$ cat src/hw/scw_pkg.sv
// Purpose: shared constants and types for the serial configuration write port
// Assumes: register codes and reset values as the device defines them
// Notes: reset values of registers without a printed default follow their must-be-one bits
package scw_pkg;

  localparam int FRAME_BITS = 32;
  localparam int HDR_BITS = 12;
  localparam int ADDR_BITS = 4;
  localparam int DATA_BITS = 16;
  localparam logic [11:0] HDR_PATTERN = 12'h001;

  // register codes
  localparam logic [3:0] ADDR_CONFIG = 4'h1;
  localparam logic [3:0] ADDR_I_OFFSET = 4'h2;
  localparam logic [3:0] ADDR_I_GAIN = 4'h3;
  localparam logic [3:0] ADDR_Q_OFFSET = 4'ha;
  localparam logic [3:0] ADDR_Q_GAIN = 4'hb;
  localparam logic [3:0] ADDR_ILV_ENABLE = 4'hd;
  localparam logic [3:0] ADDR_ILV_COARSE = 4'he;
  localparam logic [3:0] ADDR_ILV_FINE = 4'hf;

  // power-on values
  localparam logic [15:0] RST_CONFIG = 16'hb2ff;
  localparam logic [15:0] RST_OFFSET = 16'h007f;
  localparam logic [15:0] RST_GAIN = 16'h807f;
  localparam logic [15:0] RST_ILV_ENABLE = 16'h3fff;
  localparam logic [15:0] RST_ILV_COARSE = 16'h07ff;
  localparam logic [15:0] RST_ILV_FINE = 16'h007f;

  // configuration field positions
  localparam int CFG_DCS_BIT = 12;
  localparam int CFG_DCP_BIT = 11;
  localparam int CFG_SDR_BIT = 10;
  localparam int CFG_SWING_BIT = 9;
  localparam int CFG_EDGE_BIT = 8;
  localparam int OFS_MAG_LSB = 8;
  localparam int OFS_SIGN_BIT = 7;
  localparam int GAIN_LSB = 7;
  localparam int ILV_EN_BIT = 15;
  localparam int ILV_AUTO_BIT = 14;
  localparam int CRS_INSEL_BIT = 15;
  localparam int CRS_DIR_BIT = 14;
  localparam int CRS_MAG_LSB = 11;
  localparam int FINE_LSB = 7;

  // one decoded write leaving the shifter
  typedef struct packed {
    logic valid;
    logic [3:0] addr;
    logic [15:0] data;
  } scw_write_s;

  // effective output controls
  typedef struct packed {
    logic duty_cycle_stabilize;
    logic ddr_output_phase;
    logic single_rate_select;
    logic output_swing_select;
    logic edge_select;
  } scw_outctl_s;

endpackage

$ cat src/hw/scw_sync.sv
// Purpose: two-stage synchroniser for a bundle of pin levels
// Assumes: inputs are asynchronous to clk
// Notes: the first stage is read only by the second
`timescale 1ns/1ps
module scw_sync #(
  parameter int WIDTH = 3
) (
  input wire logic clk,
  input wire logic rst,
  input wire logic [WIDTH-1:0] din,
  output logic [WIDTH-1:0] dout
);

  logic [WIDTH-1:0] meta_q;

  // two flops, constants under reset
  always_ff @(posedge clk or posedge rst) begin
    if (rst) begin
      meta_q <= '0;
      dout <= '0;
    end else begin
      meta_q <= din;
      dout <= meta_q;
    end
  end

endmodule

$ cat src/hw/scw_shifter.sv
// Purpose: frame shifter for the serial write link
// Assumes: sclk edge and data level already synchronised to the core clock
// Notes: emits one pulse per complete, header-valid frame
`timescale 1ns/1ps
module scw_shifter
  import scw_pkg::*;
(
  input wire logic clk,
  input wire logic rst,
  input wire logic enable,
  input wire logic select_n,
  input wire logic sclk_rise,
  input wire logic serial_write_input,
  output scw_write_s wr
);

  logic [31:0] shift_q;
  logic [5:0] count_q;
  logic [31:0] frame;

  assign frame = {shift_q[30:0], serial_write_input};

  // bit counter and shift register, msb first
  always_ff @(posedge clk or posedge rst) begin
    if (rst) begin
      shift_q <= '0;
      count_q <= '0;
    end else if (!enable || select_n) begin
      count_q <= '0; // short frame dropped
    end else if (sclk_rise) begin
      shift_q <= frame;
      if (count_q == 6'(FRAME_BITS - 1)) begin
        count_q <= '0;
      end else begin
        count_q <= count_q + 6'h01;
      end
    end
  end

  // publish after the 32nd bit, header checked
  always_ff @(posedge clk or posedge rst) begin
    if (rst) begin
      wr <= '0;
    end else begin
      wr.valid <= enable && !select_n && sclk_rise && count_q == 6'(FRAME_BITS - 1)
        && frame[31:20] == HDR_PATTERN;
      wr.addr <= frame[19:16];
      wr.data <= frame[15:0];
    end
  end

endmodule

$ cat src/hw/scw_top.sv
// Purpose: serial configuration write port with its eight write-only registers
// Assumes: host link pins are asynchronous; CORE_CLK far faster than the serial clock
// Notes: registers steer outputs only in extended control mode
// Notes: a select release or mode change mid-frame clears the bit count and loses the frame
// Notes: the serial clock half period must exceed one core cycle to be seen
// Notes: must-be-one bits are stored as sent; keeping them right is the host's job
// Notes on behaviour
// - serial writes accepted only in extended control mode
// - data sampled on each rising serial clock edge
// - one access is exactly 32 bits, msb first
// - frame starts with header eleven zeros then a one
// - four address bits then sixteen data bits
// - address bit 3 follows header, bit 0 comes last
// - next frame may start on the 33rd serial clock
// - address decode for the eight registers, others reserved
// - register values ignored in normal control mode
// - configuration register resets to 0xb2ff, write-only
// - config bit 12 enables duty cycle stabilizer
// - config bit 11 sets ddr output clock phase
// - config bit 10 selects single rate when one
// - config bit 9 selects normal output swing when one
// - config bit 8 picks single rate output edge
// - offset register: magnitude 15:8, sign bit 7, reset zero
// - gain register: 9-bit value 15:7, reset midscale
// - gain change applies without recalibration
`timescale 1ns/1ps
module scw_top
  import scw_pkg::*;
(
  input wire logic CORE_CLK,
  input wire logic RESET,
  input wire logic SERIAL_CLK,
  input wire logic SERIAL_WRITE_INPUT,
  input wire logic SERIAL_SELECT_N,
  input wire logic CONTROL_MODE_PIN,
  input wire logic EDGE_SELECT_PIN,
  input wire logic SWING_SELECT_PIN,
  input wire logic SINGLE_RATE_PIN,
  output logic EXTENDED_MODE,
  output logic DUTY_CYCLE_STABILIZE,
  output logic DDR_OUTPUT_PHASE,
  output logic SINGLE_RATE_SELECT,
  output logic OUTPUT_SWING_SELECT,
  output logic EDGE_SELECT,
  output logic [7:0] I_OFFSET_MAG,
  output logic I_OFFSET_NEG,
  output logic [8:0] I_GAIN,
  output logic [7:0] Q_OFFSET_MAG,
  output logic Q_OFFSET_NEG,
  output logic [8:0] Q_GAIN,
  output logic INTERLEAVE_EN,
  output logic INTERLEAVE_AUTO_PHASE,
  output logic INTERLEAVE_INPUT_Q,
  output logic INTERLEAVE_DELAY_Q,
  output logic [2:0] INTERLEAVE_COARSE,
  output logic [8:0] INTERLEAVE_FINE,
  output logic WRITE_STROBE,
  output logic [3:0] WRITE_ADDR
);

  logic [6:0] pins_s;
  logic sclk_s, serial_write_input_s, sel_n_s, mode_s, edge_pin_s, swing_pin_s, sdr_pin_s;
  logic sclk_prev_q;
  logic sclk_rise;
  logic ext_mode_q;
  scw_write_s wr;
  logic [15:0] cfg_q, iofs_q, igain_q, qofs_q, qgain_q, ilv_en_q, ilv_crs_q, ilv_fine_q;
  scw_outctl_s ctl;

  // true when a code names a real register
  function automatic logic is_mapped(input logic [3:0] a);
    case (a)
      ADDR_CONFIG, ADDR_I_OFFSET, ADDR_I_GAIN, ADDR_Q_OFFSET, ADDR_Q_GAIN,
      ADDR_ILV_ENABLE, ADDR_ILV_COARSE, ADDR_ILV_FINE: is_mapped = 1'b1;
      default: is_mapped = 1'b0;
    endcase
  endfunction

  // write enable for one register code
  function automatic logic hit(input scw_write_s w, input logic [3:0] a);
    hit = w.valid && w.addr == a;
  endfunction

  // offset trim as magnitude then sign, neutral outside extended mode
  function automatic logic [8:0] offset_trim(input logic ext, input logic [15:0] w);
    if (ext) begin
      offset_trim = {w[15:OFS_MAG_LSB], w[OFS_SIGN_BIT]};
    end else begin
      offset_trim = {RST_OFFSET[15:OFS_MAG_LSB], 1'b0};
    end
  endfunction

  // gain trim, midscale outside extended mode
  function automatic logic [8:0] gain_trim(input logic ext, input logic [15:0] w);
    if (ext) begin
      gain_trim = w[15:GAIN_LSB];
    end else begin
      gain_trim = RST_GAIN[15:GAIN_LSB];
    end
  endfunction

  // every pin but CORE_CLK and RESET passes two flops before use
  scw_sync #(.WIDTH(7)) u_sync (
    .clk(CORE_CLK),
    .rst(RESET),
    .din({SERIAL_CLK, SERIAL_WRITE_INPUT, SERIAL_SELECT_N, CONTROL_MODE_PIN,
          EDGE_SELECT_PIN, SWING_SELECT_PIN, SINGLE_RATE_PIN}),
    .dout(pins_s)
  );
  assign {sclk_s, serial_write_input_s, sel_n_s, mode_s, edge_pin_s, swing_pin_s, sdr_pin_s} = pins_s;

  // prev resets low like the idle serial clock, so reset gives no false edge
  // serial clock edge finder, on synchronised level only
  always_ff @(posedge CORE_CLK or posedge RESET) begin
    if (RESET) begin
      sclk_prev_q <= 1'b0;
    end else begin
      sclk_prev_q <= sclk_s;
    end
  end
  assign sclk_rise = sclk_s && !sclk_prev_q;

  // a change mid-frame disables the shifter and the frame is lost
  // mode pin assumed static; a plain registered copy suffices
  always_ff @(posedge CORE_CLK or posedge RESET) begin
    if (RESET) begin
      ext_mode_q <= 1'b0;
    end else begin
      ext_mode_q <= mode_s;
    end
  end

  // frame shifter, idle outside extended mode
  scw_shifter u_shift (
    .clk(CORE_CLK),
    .rst(RESET),
    .enable(ext_mode_q),
    .select_n(sel_n_s),
    .sclk_rise(sclk_rise),
    .serial_write_input(serial_write_input_s),
    .wr(wr)
  );

  // configuration register
  always_ff @(posedge CORE_CLK or posedge RESET) begin
    if (RESET) begin
      cfg_q <= RST_CONFIG;
    end else if (hit(wr, ADDR_CONFIG)) begin
      cfg_q <= wr.data;
    end
  end

  // channel offset registers
  always_ff @(posedge CORE_CLK or posedge RESET) begin
    if (RESET) begin
      iofs_q <= RST_OFFSET;
      qofs_q <= RST_OFFSET;
    end else begin
      if (hit(wr, ADDR_I_OFFSET)) begin
        iofs_q <= wr.data;
      end
      if (hit(wr, ADDR_Q_OFFSET)) begin
        qofs_q <= wr.data;
      end
    end
  end

  // gain registers apply immediately, no recalibration hook
  always_ff @(posedge CORE_CLK or posedge RESET) begin
    if (RESET) begin
      igain_q <= RST_GAIN;
      qgain_q <= RST_GAIN;
    end else begin
      if (hit(wr, ADDR_I_GAIN)) begin
        igain_q <= wr.data;
      end
      if (hit(wr, ADDR_Q_GAIN)) begin
        qgain_q <= wr.data;
      end
    end
  end

  // interleave registers
  always_ff @(posedge CORE_CLK or posedge RESET) begin
    if (RESET) begin
      ilv_en_q <= RST_ILV_ENABLE;
      ilv_crs_q <= RST_ILV_COARSE;
      ilv_fine_q <= RST_ILV_FINE;
    end else begin
      if (hit(wr, ADDR_ILV_ENABLE)) begin
        ilv_en_q <= wr.data;
      end
      if (hit(wr, ADDR_ILV_COARSE)) begin
        ilv_crs_q <= wr.data;
      end
      if (hit(wr, ADDR_ILV_FINE)) begin
        ilv_fine_q <= wr.data;
      end
    end
  end

  // effective controls: pins for single rate, swing and edge in normal mode, register fields in extended mode
  always_comb begin
    if (ext_mode_q) begin
      ctl.duty_cycle_stabilize = cfg_q[CFG_DCS_BIT];
      ctl.ddr_output_phase = cfg_q[CFG_DCP_BIT] && !cfg_q[CFG_SDR_BIT];
      ctl.single_rate_select = cfg_q[CFG_SDR_BIT];
      ctl.output_swing_select = cfg_q[CFG_SWING_BIT];
      ctl.edge_select = cfg_q[CFG_EDGE_BIT];
    end else begin
      ctl.duty_cycle_stabilize = RST_CONFIG[CFG_DCS_BIT];
      ctl.ddr_output_phase = 1'b0;
      ctl.single_rate_select = sdr_pin_s;
      ctl.output_swing_select = swing_pin_s;
      ctl.edge_select = edge_pin_s;
    end
  end

  // registered outputs; reset presents power-on values
  always_ff @(posedge CORE_CLK or posedge RESET) begin
    if (RESET) begin
      DUTY_CYCLE_STABILIZE <= RST_CONFIG[CFG_DCS_BIT];
      DDR_OUTPUT_PHASE <= 1'b0;
      SINGLE_RATE_SELECT <= 1'b0;
      OUTPUT_SWING_SELECT <= RST_CONFIG[CFG_SWING_BIT];
      EDGE_SELECT <= 1'b0;
    end else begin
      {DUTY_CYCLE_STABILIZE, DDR_OUTPUT_PHASE, SINGLE_RATE_SELECT,
       OUTPUT_SWING_SELECT, EDGE_SELECT} <= ctl;
    end
  end

  // mode indication, on the same edge as the controls it qualifies
  always_ff @(posedge CORE_CLK or posedge RESET) begin
    if (RESET) begin
      EXTENDED_MODE <= 1'b0;
    end else begin
      EXTENDED_MODE <= ext_mode_q;
    end
  end

  // i channel trim outputs, gated to neutral in normal mode
  always_ff @(posedge CORE_CLK or posedge RESET) begin
    if (RESET) begin
      {I_OFFSET_MAG, I_OFFSET_NEG} <= {RST_OFFSET[15:OFS_MAG_LSB], 1'b0};
      I_GAIN <= RST_GAIN[15:GAIN_LSB];
    end else begin
      {I_OFFSET_MAG, I_OFFSET_NEG} <= offset_trim(ext_mode_q, iofs_q);
      I_GAIN <= gain_trim(ext_mode_q, igain_q);
    end
  end

  // q channel trim outputs, same field layout as the i channel
  always_ff @(posedge CORE_CLK or posedge RESET) begin
    if (RESET) begin
      {Q_OFFSET_MAG, Q_OFFSET_NEG} <= {RST_OFFSET[15:OFS_MAG_LSB], 1'b0};
      Q_GAIN <= RST_GAIN[15:GAIN_LSB];
    end else begin
      {Q_OFFSET_MAG, Q_OFFSET_NEG} <= offset_trim(ext_mode_q, qofs_q);
      Q_GAIN <= gain_trim(ext_mode_q, qgain_q);
    end
  end

  // interleave outputs; normal mode leaves interleave off here
  always_ff @(posedge CORE_CLK or posedge RESET) begin
    if (RESET) begin
      INTERLEAVE_EN <= 1'b0;
      INTERLEAVE_AUTO_PHASE <= 1'b0;
      INTERLEAVE_INPUT_Q <= 1'b0;
      INTERLEAVE_DELAY_Q <= 1'b0;
      INTERLEAVE_COARSE <= '0;
      INTERLEAVE_FINE <= '0;
    end else begin
      INTERLEAVE_EN <= ext_mode_q && ilv_en_q[ILV_EN_BIT];
      INTERLEAVE_AUTO_PHASE <= ext_mode_q && ilv_en_q[ILV_AUTO_BIT];
      INTERLEAVE_INPUT_Q <= ext_mode_q && ilv_crs_q[CRS_INSEL_BIT];
      INTERLEAVE_DELAY_Q <= ext_mode_q && ilv_crs_q[CRS_DIR_BIT];
      INTERLEAVE_COARSE <= ext_mode_q ? ilv_crs_q[13:CRS_MAG_LSB] : 3'h0;
      INTERLEAVE_FINE <= ext_mode_q ? ilv_fine_q[15:FINE_LSB] : 9'h000;
    end
  end

  // reserved codes still finish their frame but raise no strobe
  // write indication for observers, mapped codes only
  always_ff @(posedge CORE_CLK or posedge RESET) begin
    if (RESET) begin
      WRITE_STROBE <= 1'b0;
      WRITE_ADDR <= '0;
    end else begin
      WRITE_STROBE <= wr.valid && is_mapped(wr.addr);
      WRITE_ADDR <= wr.addr;
    end
  end

endmodule

$ cat config.mk
export PLATFORM = sky130hd
export DESIGN_NAME = scw_top
export DESIGN_NICKNAME = d
export VERILOG_FILES = /design/src/hw/scw_pkg.sv /design/src/hw/scw_sync.sv /design/src/hw/scw_shifter.sv /design/src/hw/scw_top.sv
export SDC_FILE = /design/constraint.sdc
export NUM_CORES = 1
export LEC_CHECK = 0
export BUFFER_PORTS_ARGS = -buffer_cell sky130_fd_sc_hd__buf_2
export CAP_MARGIN = 20
export CORE_MARGIN = 5
export CORE_UTILIZATION = 57
export DETAILED_ROUTE_END_ITERATION = 8
export GPL_TIMING_DRIVEN = 0
export PLACE_DENSITY = 0.84
export SLEW_MARGIN = 20
export SYNTH_ARGS = -nofsm -noshare
export SYNTH_HDL_FRONTEND = slang
export SYNTH_HIERARCHICAL = 1
export SYNTH_SLANG_ARGS = --single-unit
$ cat constraint.sdc
create_clock -name CORE_CLK -period 4.3 [get_ports CORE_CLK]
set_input_delay 0.645 -clock CORE_CLK [delete_from_list [all_inputs] [get_ports CORE_CLK]]
set_output_delay 0.645 -clock CORE_CLK [all_outputs]
set_load 0.02 [all_outputs]
# Word level (Yosys, flattened, before mapping)
# Memory sizes are Yosys's and may differ from the RTL's.
# Index checks and enable logic that the tools add are counted.
[classes]
mux = 10
eq_ne = 10
bitwise_logic = 1
n_addsub = 1
n_reduce_logical = 26
[op_table]
columns = ["cell", "count"]
rows = [
  ["$mux 9", 5],
  ["$eq 4x4->1 const B", 5],
  ["$logic_and 1x1->1", 19],
  ["$mux 6", 3],
  ["$eq 12x1->1 const B", 1],
  ["$eq 4x2->1 const B", 2],
  ["$add 6x1->6 const B", 1],
  ["$eq 6x5->1 const B", 1],
  ["$mux 5", 1],
  ["$eq 4x1->1 const B", 1],
  ["$logic_not 1->1", 4],
  ["$mux 3", 1],
  ["$reduce_and 2->1", 1],
  ["$reduce_bool 2->1", 1],
  ["$logic_or 1x1->1", 1],
  ["$not 1->1", 1],
]
[word_totals]
mem_count = 1
out_inout_bits = 63
word_cells = 86
rom_bits = 16
input_bits = 9
regBits = 262
[memory_table]
columns = ["name", "depth", "word_bits", "rd", "rd_clocked_by_memory_dff", "wr", "line", "source"]
rows = [
  ["(name not given)", 16, 1, 1, 0, 0, "scw_top.sv:72", "case (a)"],
]

# Depth between registers and ports, before layout
[depth]
word_depth = 5
mapped_depth = 6
mapped_depth_nobuf = 4

# Hierarchy
# The synthesis kept the hierarchy.
[by_module_without_submodules]
columns = ["mod", "cells_each", "seq_area_each_um2", "area_each_um2", "instances"]
rows = [
  ["scw_top", 263, 3062.9, 4232.8, 1],
  ["scw_shifter", 125, 1451.4, 2037.0, 1],
  ["scw_sync", 15, 350.3, 354.1, 1],
]

# Worst setup path before layout
# Ideal clock, no wire load.
[synth_timing]
path_type = "register to register"
start = "reg, netlist name u_shift/wr[19]"
end = "reg igain_q[10]"
arrival_ns = 1.307
setup_time_ns = 0.125
synth_period_minus_slack_ns = 1.432
path_stages_with_launch = 5
n_path_buf = 1
setup_slack_ns = 2.868
required_ns = 4.175
cell_sequence = "dfrtp_1 > nor3b_2 > and3_1 > buf_2 > mux2_2"
[synth_via]
elab_chain_cells = 2
[synth_rtl]
columns = ["item", "line", "source"]
rows = [
  ["$eq 4x2->1", "scw_top.sv:81", "hit = w.valid && w.addr == a;"],
  ["$logic_and 1x1->1", "scw_top.sv:81", ""],
  ["to (signal assigned)", "scw_top.sv:175", "igain_q <= wr.data;"],
  ["to (decl)", "scw_top.sv:67", "logic [15:0] cfg_q, iofs_q, igain_q, qofs_q, qgain_q, ilv_en_q, ilv_crs_q, ilv_fine_q;"],
]
# No other way between the ends.
# A chain may end at the register's enable or synchronous reset.

# Final worst setup path
[layout_timing]
start = "reg OUTPUT_SWING_SELECT"
end = "out OUTPUT_SWING_SELECT"
[layout_rtl]
columns = ["item", "line", "source"]
rows = [
  ["from (decl)", "scw_top.sv:43", "output logic OUTPUT_SWING_SELECT,"],
  ["from (signal assigned)", "scw_top.sv:225", "OUTPUT_SWING_SELECT <= RST_CONFIG[CFG_SWING_BIT];"],
]
# No word-level cell between the ends.

==> qor.yml <==
power:
  leakagePower_nw: 4.03
  finalPower_mw: 3.59
  peakVddDrop_mv: 0.256
  power.density_nw_per_um2: 467
timing:
  hold_viol: 0
  period_needed_ns: 1.75
  fmax_mhz: 572
  slew_headroom: 0.616
  slew_viol_final: 0
  fin_skew_ns: 0.00854
  rsz0062_at_grt: "false"
  timing.final.crit_share: 0.407
  setup_viol: 0
  worst_slew_pin_slew_ns: 0.575
setup_path:
  cp_num_buf_inv: 1
  cp_max_fo: 1
  crit_slowest_cell: "dfstp_2"
  worst-r2r-setup-slack_ns: 2.64
  endpoint_kind: "primary output"
  cp_slowest_stage_delay_ns: 0.52
  critPathArrivalTime_ns: 1.10
  cp-start-kind: "flop"
  critical_path_required_ns: 3.65
  critical_path.top_delay_family: "flip-flops"
  crit_type: "reg2out"
  crit_chain: "buf_2"
finish:
  drive_gt1_frac: 0.431
  nNetsFinal: 498
  layout_commonest_cell: "dfrtp_1"
  n_fill_cell: 678
  layout_common_cells: "dfrtp_1 (179), mux2_2 (91), buf_2 (76)"
  finalCoreUtilization: 0.700
  n_antenna_cell: 0
  syn_to_final_growth_pct: 19.2
synthesis:
  postSynthCellCount: 396
  synth_area_sq_um: 6450
  syn_area_per_cell_sq_um: 16.3
  ys_warn_count: 6
  syn_nets: 406
placement:
  gp_congestion: 0.744
  io_buffers: 71
  dpl.hpwl_microns: 7450
global_route:
  grt_pass1_wl_microns: 18800
  track_usage: 0.186
  grt_pass1_vias: 3582
  grt-ovfl-total: 0
  grt_max_degree: 65
  antenna_found_initial: 0
clock_tree:
  numCtsBuffers: 17
  clk_latency_ns: 0.43
  cts_tree: "yes"
  path_clk_slew_ns: 0.06
  post_cts_resized: 0
  cts_setup_buffers: 0
  clockRootBuffer: "clkbuf_16"
  clockBufferDepth: 2
  clkSinkCount: 187
  htreeDepth: 4
  holdBufCountCts: 0
detailed_routing:
  drc: 0
  top_layer_used: "met4"
  wl_met3_microns: 630
  firstDrtPassIters: 4
  vias: 3389
  drtIter0Drc: 248
  drt-met1-wl_microns: 4680
  wl_per_cell_microns: 17.7
  post_drt_via_cell_ratio: 5.29
  postRouteAntennaNets: 0
  met2RoutedLength_microns: 5880
  routed_wirelength_microns: 11400
die:
  die_y_microns: 116
  die_w_microns: 116
  fp.coreArea_sq_um: 11000
  io_pins: 72
  dieArea_sq_um: 13500
  start_util: 0.587
  rows: 38
outcome:
  outcome: "finished, final reports clean"
run:
  max-cap-violations: 0
min_path:
  holdCritPathClass: "in2async"
state kept, by name (all words and copies together) (netlist names), 2 cells and up:
| signal | cells |
|---|---|
| u_shift/shift_q | 31 |
| u_shift/wr | 14 |
| INTERLEAVE_FINE | 9 |
| I_GAIN | 9 |
| Q_GAIN | 9 |
| igain_q | 9 |
| ilv_fine_q | 9 |
| iofs_q | 9 |
| qgain_q | 9 |
| qofs_q | 9 |
| I_OFFSET_MAG | 8 |
| Q_OFFSET_MAG | 8 |
| u_sync/dout | 7 |
| u_sync/meta_q | 7 |
| u_shift/count_q | 6 |
| cfg_q | 5 |
| ilv_crs_q | 5 |
| WRITE_ADDR | 4 |
| INTERLEAVE_COARSE | 3 |
| ilv_en_q | 2 |
where the power goes:
| group | switching [mW] | total, mW | internal (mW) |
|---|---|---|---|
| Sequential | 0.0129 | 1.80 | 1.79 |
| Clock | 0.631 | 1.70 | 1.07 |
| Combinational | 0.0581 | 0.0878 | 0.0297 |
through the flow:
stage	worst slack, ns	instances	cell area (sq um)	TNS [ns]	hold slack (ns)
finish	2.55	641	7680	0	0.222
global route	2.52	641	7680	0	0.240
CTS	2.53	641	7680	0	0.213
detailed placement	2.65	609	7030	0	0.335
global placement	-0.685	607	6980	-77.71	0.334
floorplan	0.426	396	6450	0	0.331
worst paths after layout:
| path | endpoint | depth (start not counted) | startpoint |
|---|---|---|---|
| worst max register to register | Q_GAIN[6]$_DFF_PP0_ | 3 | ext_mode_q$_DFF_PP0_ |
| worst max-delay path | OUTPUT_SWING_SELECT | 1 | OUTPUT_SWING_SELECT$_DFF_PP1_ |
| worst min register to register | u_sync/dout[1]$_DFF_PP0_ | 0 | u_sync/meta_q[1]$_DFF_PP0_ |
| min in group CORE_CLK | u_sync/meta_q[3]$_DFF_PP0_ | 1 | CONTROL_MODE_PIN |
| max in group asynchronous | cfg_q[9]$_DFFE_PP1P_ | 3 | RESET |
| worst min-delay path | u_shift/shift_q[0]$_DFFE_PP0P_ | 2 | RESET |
layer usage:
layer / vias up / track usage
li1: 1534 / -
met4: 0 / 0.0766
met3: 20 / 0.0456
met5: - / 0
met2: 82 / 0.315
met1: 1753 / 0.231
cell type report:
cell class	instances	area, sq um	area share
Multi-Input combinational cell	193	1690	0.220
Inverter	4	20.0	0.00261
Tap cell	140	175	0.0228
Clock inverter	10	189	0.0246
Timing Repair Buffer	73	403	0.0524
Sequential cell	187	4690	0.610
Clock buffer	22	464	0.0604
Buffer	12	55.1	0.00716
No activity file was read; power rests on OpenSTA's default activity.
